===== src/common/ctie_pkg.sv =====
// Constants for the capture/compare timer interrupt encoder.
// Assumes a 32-bit classic Wishbone slave with word-aligned registers.
package ctie_pkg;
	// Register indices; the byte address is four times the index.
	localparam logic [7:0] CTIE_IDX_ENABLE_MASK = 8'hc9;
	localparam logic [7:0] CTIE_IDX_PRIORITY_CODE = 8'hde;
	localparam logic [7:0] CTIE_IDX_SOURCE_FLAGS = 8'he9;
	localparam logic [7:0] CTIE_IDX_CTRL = 8'hf0;
	localparam logic [7:0] CTIE_IDX_EVT_STATUS = 8'hf1;
	localparam logic [7:0] CTIE_IDX_EVT_MASK = 8'hf2;
	// Flag and enable bit positions, shared by both registers.
	localparam int CTIE_BIT_CAP_A = 0;
	localparam int CTIE_BIT_CAP_B = 1;
	localparam int CTIE_BIT_RSVD = 2;
	localparam int CTIE_BIT_CMP_A = 3;
	localparam int CTIE_BIT_CMP_D = 6;
	localparam int CTIE_BIT_OVF = 7;
	localparam int CTIE_NUM_CMP = 4;
	// Control register fields.
	localparam int CTIE_BIT_GLOBAL_EN = 0;
	localparam int CTIE_BIT_GROUP_EN = 1;
	// Writable bits of the 8-bit registers; bit 2 is reserved.
	localparam logic [7:0] CTIE_SRC_WMASK = 8'hfb;
	localparam logic [7:0] CTIE_CTRL_WMASK = 8'h03;
	// Values after reset.
	localparam logic [7:0] CTIE_RST_FLAGS = 8'h00;
	localparam logic [7:0] CTIE_RST_ENABLE = 8'h00;
	localparam logic [7:0] CTIE_RST_CTRL = 8'h00;
	localparam logic [7:0] CTIE_RST_EVT = 8'h00;
	// Priority codes, lowest to highest.
	localparam logic [2:0] CTIE_CODE_NONE = 3'h0;
	localparam logic [2:0] CTIE_CODE_CMP_D = 3'h1;
	localparam logic [2:0] CTIE_CODE_CMP_C = 3'h2;
	localparam logic [2:0] CTIE_CODE_CMP_B = 3'h3;
	localparam logic [2:0] CTIE_CODE_CMP_A = 3'h4;
	localparam logic [2:0] CTIE_CODE_CAP_B = 3'h5;
	localparam logic [2:0] CTIE_CODE_CAP_A = 3'h6;
	localparam logic [2:0] CTIE_CODE_OVF = 3'h7;
endpackage


===== src/rtl/ctie_top.sv =====
// Interrupt flags, enables and priority encoder of the timer unit.
// Assumes event inputs come from logic on clk_sys_i, one cycle pulses.
// Functional notes
// - Read-only 3-bit priority code sits in bits 2:0 of the code register.
// - Code reads 000 when no enabled source has its flag set.
// - Compare D gives 001, C 010, B 011, A 100; D is lowest.
// - Capture B gives 101, capture A 110, overflow 111 highest.
// - Writing 0 to a flag clears it; flags otherwise stay set.
// - Capture A event sets flag bit 0, capture B sets bit 1.
// - Timer equal to compare value sets bits 3..6 if channel enabled.
// - Timer overflow sets flag bit 7.
// - Compare request needs global, group and channel enable set.
// - Enable bits 0 and 1 gate captures together with global enable.
// - Enable bits 3..6 gate the compare channel requests.
// - Enable bit 7 gates the overflow request.
// - Flags are ANDed with enables before priority encoding.
// - All sources share one combined request to the processor.
module ctie_top
	import ctie_pkg::*;
(
	input wire logic clk_sys_i,
	input wire logic rst_n_i,
	input wire logic ce_i,
	input wire logic wb_cyc_i,
	input wire logic wb_stb_i,
	input wire logic wb_we_i,
	input wire logic [9:0] wb_adr_i,
	input wire logic [3:0] wb_sel_i,
	input wire logic [31:0] wb_dat_i,
	output logic [31:0] wb_dat_o,
	output logic wb_ack_o,
	input wire logic capture_a_evt_i,
	input wire logic capture_b_evt_i,
	input wire logic overflow_evt_i,
	input wire logic [15:0] unit_timer_value_i,
	input wire logic [15:0] compare_value_a_i,
	input wire logic [15:0] compare_value_b_i,
	input wire logic [15:0] compare_value_c_i,
	input wire logic [15:0] compare_value_d_i,
	input wire logic [3:0] compare_chan_en_i,
	output logic [2:0] priority_code_o,
	output logic cpu_irq_o,
	output logic irq_o
);

	logic [7:0] flags_reg;
	logic [7:0] flags_next;
	logic [7:0] enable_reg;
	logic [7:0] enable_next;
	logic [7:0] ctrl_reg;
	logic [7:0] ctrl_next;
	logic [7:0] evt_status_reg;
	logic [7:0] evt_status_next;
	logic [7:0] evt_mask_reg;
	logic [7:0] evt_mask_next;
	logic [3:0] match_prev_reg;
	logic [3:0] match_now;
	logic [3:0] match_rise;
	logic [15:0] cmp_val [CTIE_NUM_CMP];
	logic [7:0] set_vec;
	logic [7:0] masked;
	logic [2:0] code_comb;
	logic global_en;
	logic group_en;
	logic cap_req;
	logic grp_req;
	logic req_comb;
	logic [31:0] rd_data;
	logic [7:0] idx;
	logic acc;
	logic wr_acc;
	logic rd_acc;
	logic wr_lane;
	logic sel_flags;
	logic sel_enable;
	logic sel_code;
	logic sel_ctrl;
	logic sel_evt;
	logic sel_evt_mask;
	logic [31:0] dat_next;
	logic ack_next;

	// Gather the four compare values for the per-channel loop.
	assign cmp_val[0] = compare_value_a_i;
	assign cmp_val[1] = compare_value_b_i;
	assign cmp_val[2] = compare_value_c_i;
	assign cmp_val[3] = compare_value_d_i;

	// Detect the start of a match so a held match cannot refill a flag.
	genvar gi;
	generate
		for (gi = 0; gi < CTIE_NUM_CMP; gi++) begin : g_cmp
			assign match_now[gi] = compare_chan_en_i[gi] &&
				(unit_timer_value_i == cmp_val[gi]);
			assign match_rise[gi] = match_now[gi] && !match_prev_reg[gi];
		end
	endgenerate

	// Hardware set events in flag layout; bit 2 is never set.
	assign set_vec[CTIE_BIT_CAP_A] = capture_a_evt_i;
	assign set_vec[CTIE_BIT_CAP_B] = capture_b_evt_i;
	assign set_vec[CTIE_BIT_RSVD] = 1'b0;
	assign set_vec[CTIE_BIT_CMP_D:CTIE_BIT_CMP_A] = match_rise;
	assign set_vec[CTIE_BIT_OVF] = overflow_evt_i;

	// Bus decode; a request is served in the cycle its ack is high.
	assign idx = wb_adr_i[9:2];
	assign acc = wb_cyc_i && wb_stb_i && wb_ack_o;
	assign wr_acc = acc && wb_we_i;
	assign rd_acc = acc && !wb_we_i;
	assign wr_lane = wr_acc && wb_sel_i[0];
	assign sel_flags = (idx == CTIE_IDX_SOURCE_FLAGS);
	assign sel_enable = (idx == CTIE_IDX_ENABLE_MASK);
	assign sel_code = (idx == CTIE_IDX_PRIORITY_CODE);
	assign sel_ctrl = (idx == CTIE_IDX_CTRL);
	assign sel_evt = (idx == CTIE_IDX_EVT_STATUS);
	assign sel_evt_mask = (idx == CTIE_IDX_EVT_MASK);

	// Flags: a written 0 clears, a written 1 does nothing, set wins.
	assign flags_next = (wr_lane && sel_flags) ?
		(((flags_reg & wb_dat_i[7:0]) | set_vec) & CTIE_SRC_WMASK) :
		((flags_reg | set_vec) & CTIE_SRC_WMASK);

	// Enables and control; reserved bits are held at zero.
	assign enable_next = (wr_lane && sel_enable) ?
		(wb_dat_i[7:0] & CTIE_SRC_WMASK) : enable_reg;
	assign ctrl_next = (wr_lane && sel_ctrl) ?
		(wb_dat_i[7:0] & CTIE_CTRL_WMASK) : ctrl_reg;
	assign evt_mask_next = (wr_lane && sel_evt_mask) ?
		(wb_dat_i[7:0] & CTIE_SRC_WMASK) : evt_mask_reg;

	// Event status is cleared by a read, but a new event still lands.
	assign evt_status_next = ((rd_acc && sel_evt) ?
		set_vec : (evt_status_reg | set_vec)) & CTIE_SRC_WMASK;

	// Mask each flag with its enable before encoding.
	assign masked = flags_reg & enable_reg;

	// Fixed-priority encoder, overflow first and compare D last.
	assign code_comb =
		masked[CTIE_BIT_OVF] ? CTIE_CODE_OVF :
		masked[CTIE_BIT_CAP_A] ? CTIE_CODE_CAP_A :
		masked[CTIE_BIT_CAP_B] ? CTIE_CODE_CAP_B :
		masked[CTIE_BIT_CMP_A] ? CTIE_CODE_CMP_A :
		masked[CTIE_BIT_CMP_A+1] ? CTIE_CODE_CMP_B :
		masked[CTIE_BIT_CMP_A+2] ? CTIE_CODE_CMP_C :
		masked[CTIE_BIT_CMP_D] ? CTIE_CODE_CMP_D :
		CTIE_CODE_NONE;

	// One combined request: captures need only the global enable.
	assign global_en = ctrl_reg[CTIE_BIT_GLOBAL_EN];
	assign group_en = ctrl_reg[CTIE_BIT_GROUP_EN];
	assign cap_req = global_en && (|masked[CTIE_BIT_CAP_B:CTIE_BIT_CAP_A]);
	assign grp_req = global_en && group_en &&
		(|masked[CTIE_BIT_OVF:CTIE_BIT_CMP_A]);
	assign req_comb = cap_req || grp_req;

	// Read mux; the code is live so a read after a clear sees the next.
	assign rd_data =
		sel_flags ? {24'h000000, flags_reg} :
		sel_enable ? {24'h000000, enable_reg} :
		sel_code ? {29'h00000000, code_comb} :
		sel_ctrl ? {24'h000000, ctrl_reg} :
		sel_evt ? {24'h000000, evt_status_reg} :
		sel_evt_mask ? {24'h000000, evt_mask_reg} :
		32'h00000000;

	// Ack rises one cycle after the request and drops after one cycle.
	assign ack_next = wb_cyc_i && wb_stb_i && !wb_ack_o;
	assign dat_next = ack_next ? rd_data : 32'h00000000;

	// Bus answer registers.
	always_ff @(posedge clk_sys_i) begin
		if (!rst_n_i) begin
			wb_ack_o <= 1'b0;
			wb_dat_o <= 32'h00000000;
		end else if (ce_i) begin
			wb_ack_o <= ack_next;
			wb_dat_o <= dat_next;
		end
	end

	// Software visible state.
	always_ff @(posedge clk_sys_i) begin
		if (!rst_n_i) begin
			flags_reg <= CTIE_RST_FLAGS;
			enable_reg <= CTIE_RST_ENABLE;
			ctrl_reg <= CTIE_RST_CTRL;
			evt_status_reg <= CTIE_RST_EVT;
			evt_mask_reg <= CTIE_RST_EVT;
			match_prev_reg <= 4'h0;
		end else if (ce_i) begin
			flags_reg <= flags_next;
			enable_reg <= enable_next;
			ctrl_reg <= ctrl_next;
			evt_status_reg <= evt_status_next;
			evt_mask_reg <= evt_mask_next;
			match_prev_reg <= match_now;
		end
	end

	// Registered outputs: code and request track the masked flags, irq_o the masked event status.
	always_ff @(posedge clk_sys_i) begin
		if (!rst_n_i) begin
			priority_code_o <= CTIE_CODE_NONE;
			cpu_irq_o <= 1'b0;
			irq_o <= 1'b0;
		end else if (ce_i) begin
			priority_code_o <= code_comb;
			cpu_irq_o <= req_comb;
			irq_o <= |(evt_status_reg & evt_mask_reg);
		end
	end
endmodule


===== config.mk =====
export PLATFORM = sky130hd
export DESIGN_NAME = ctie_top
export DESIGN_NICKNAME = d
export VERILOG_FILES = /design/src/common/ctie_pkg.sv /design/src/rtl/ctie_top.sv
export SDC_FILE = /design/constraint.sdc
export NUM_CORES = 1
export LEC_CHECK = 0
export BUFFER_PORTS_ARGS = -buffer_cell sky130_fd_sc_hd__buf_2
export CAP_MARGIN = 20
export CELL_PAD_IN_SITES_DETAIL_PLACEMENT = 0
export CELL_PAD_IN_SITES_GLOBAL_PLACEMENT = 1
export CORE_ASPECT_RATIO = 2
export CORE_MARGIN = 8
export CORE_UTILIZATION = 31
export DETAILED_ROUTE_END_ITERATION = 7
export GPL_ROUTABILITY_DRIVEN = 0
export PLACE_DENSITY = 0.92
export SYNTH_ARGS = -nofsm -noshare
export SYNTH_HDL_FRONTEND = slang
export SYNTH_SLANG_ARGS = --single-unit
export TNS_END_PERCENT = 1

===== constraint.sdc =====
create_clock -name clk_sys_i -period 2.14 [get_ports clk_sys_i]
set_clock_uncertainty 0.15 [all_clocks]
set_input_delay 0.214 -clock clk_sys_i [delete_from_list [all_inputs] [get_ports clk_sys_i]]
set_output_delay 0.214 -clock clk_sys_i [all_outputs]
set_load 0.01 [all_outputs]

==> results.cfg <==
[synth]
synth_area_per_cell_sq_um = 8.51
yosysUniqueCellTypes = 49
postSynth.asyncResetShare_pct = 0
ys_warn_count = 0
synth_area_leaders = dfxtp_1 31%, xor2_1 15%, buf_4 6.1%
synthFlopType = dfxtp_1
synth.cell_area_sq_mm = 0.00308
synth_edf_count = 0
yosys.area.top_type = dfxtp_1
ys_ff_latch = 48
yosysSeqAreaShare_pct = 31.2
syn_inst = 362
synth_top_area_share_pct = 31.2

[cells_and_area]
drive_above_1_share_pct = 29.4
num-nets-final = 624
top_register = wb_dat_o
final_cells = 618
diodes = 0
area_growth_syn_to_layout_pct = 27.7
largest_reg_flops = 8

[clock_network]
cts_root_buf = clkbuf_16
clockBufferDepth = 2
htreeDepth = 2
cts_resized = 0
cts-hold-fix-buffers = 0
cts_buffers = 5
worstSkewPairLatency_ps = 290
cts_tree = done
cts_num_sinks = 48
clk_pin_slew_ps = 70
post_cts_buffers = 0

[power_and_ir_drop]
internal-power_mw = 1.64
power.switching_mw = 0.524
clkPwrFrac_pct = 42.0
combinationalPowerShare_pct = 15.9
switching_share_pct = 24.2
p_seq_share_pct = 42.1
power.total_mw = 2.17
leakage_nw = 1.80
peakVddDrop_mv = 0.277
cellPowerDensity_mw_per_mm2 = 551

[grt]
antenna_found_initial = 0
grt_first_pass_wirelength_um = 15900
grt_max_degree = 34
track_usage_pct = 15.0
first_global_vias = 3270
grt.overflow.total = 0

[sta]
post-route-period-util_pct = 79.9
finalCriticalPeriod_ps = 1710
finalMaxSlewViolations = 0
setup_tns_ps = 0
tightest_slew_ps = 507
max_freq_mhz = 585
finalHoldViolations = 0
timing.hold.ws_ps = 51.7
finalSetupViolCount = 0
rsz0062_at_grt = no
max-slew-margin-rel_pct = 65.9

[route]
drc_errors = 0
top_layer = met4
routed_wl_um = 10400
first_pass_iters = 4
viasPerCell = 4.96
wl_per_cell_um = 16.9
wl_met2_um = 5560
num_vias = 3068
ant_nets = 0
drt_iter0_drc = 199
met3WireLength_um = 685
drt-met1-wl_um = 3580

[floorplan]
die_w_um = 86.5
die_area_sq_mm = 0.0136
fp-row-count = 51
core_sq_mm = 0.00970
die_height_um = 157
start_util_pct = 31.8
io_pins = 177

[critical_path]
crit_path_top_delay_cell = or3_1
r2r_start = wb_ack_o
crit_start = wb_ack_o
cp_data_required_time_ps = 2150
critPathCaptureType = flop
cp_slowest_stage_delay_ps = 580
crit_path_cell_trace = nand4_1 > or3_1 > mux2i_1 > nor2_1
crit_cells = 4
crit_buf_inv = 0
critPathMaxFanout = 7
crit_type = reg2reg
cp.arrival_ps = 1720
worst_setup_path_start_kind = flop
rr_worst_depth = 4
crit_family = simple AND/OR/NAND/NOR gates

[worst_hold_path]
hold_path_class = in2reg
worstHoldStart = wb_dat_i[3]
hold_path_depth = 3

[job]
max-cap-violations = 0

[status]
status = completed

[place]
dp.cells = 610
dp_hpwl_um = 8690
port_buffers = 122
==> cells in the final DEF, fill, tap and decap left out, types with 3 or more instances in the layout <==
cell and instances:
buf_2 122, xor2_1 51, dfxtp_1 48, nor2_1 40
nand2_1 26, conb_1 24, mux2i_1 17, nor4_1 15
a21oi_1 14, xnor2_1 13, o21a_1 12, buf_4 8
nand3_1 7, and2_1 7, a22o_1 7, nand4_1 5
nor2b_1 5, o221ai_1 5, clkbuf_16 5, o21ai_0 4
nand2b_1 4, o21ai_1 3, inv_1 3, a221oi_1 3
a31oi_1 3, a22oi_1 3
==> final timing paths <==
kind         slack [ps]             to
max                 430  enable_reg[5]
min                  50  enable_reg[3]
max reg2reg         430  enable_reg[5]
min reg2reg         310    wb_dat_o[5]
==> cell type report <==
type	instances	area, sq um
Tap cell	132	165
Clock inverter	2	38.8
Inverter	4	15.0
Multi-Input combinational cell	296	1950
Sequential cell	48	961
Timing Repair Buffer	130	671
Fill cell	1029	5760
Clock buffer	6	139
==> power groups by stage <==
stage          combinational [mW]  sequential (mW)  clock [mW]
5_1_grt                     0.380            0.915       0.967
3_5_place_dp                0.342            0.933           0
2_1_floorplan               0.192            0.933           0
6_report                    0.344            0.914       0.911
3_3_place_gp                0.335            0.933           0
4_1_cts                     0.344            0.913       0.933
==> worst reg2reg max path, stage by stage, from the launching register on <==
cell	delay, ps
dfxtp_1	390
nand4_1	200
or3_1	580
mux2i_1	220
nor2_1	50
==> cell usage after synthesis, types with 7 or more instances <==
library cell / instances
clkbuf_1: 7
o21a_1: 12
dfxtp_1: 48
mux2i_1: 17
buf_4: 25
xnor2_1: 13
nand2_1: 26
nor2_1: 40
nand3_1: 7
a22o_1: 7
and2_1: 7
nor4_1: 15
xor2_1: 51
a21oi_1: 14
==> routing by layer <==
layer / track usage [%] / vias to the layer above
li1: - / 1471
met1: 14.7 / 1423
met2: 26.8 / 141
met3: 3.24 / 33
met4: 10.9 / 0
met5: 0 / -
==> cell families (layout without fill, tap and decap cells) <==
family / after synthesis / after routing / share of synthesized area [%]
AO/OA/AOI/OAI: 66 / 66 / 15.7
other: 1 / 24 / 0.122
AND/OR/NAND/NOR: 125 / 125 / 20.8
multiplexers: 17 / 17 / 5.52
flip-flops: 48 / 48 / 31.2
XOR/XNOR: 64 / 64 / 18.2
buffers and inverters: 41 / 142 / 8.45
==> per-stage QoR <==
stage | cell area, sq um | setup WS [ps] | utilization, %
finish | 3940 | 429 | 40.6
global route | 3940 | 322 | 40.6
CTS | 3940 | 405 | 40.6
detailed placement | 3760 | 198 | 38.7
global placement | 3760 | 222 | 38.7
floorplan | 3170 | 500 | -
Note: power is estimated with default switching activity, not from simulation.
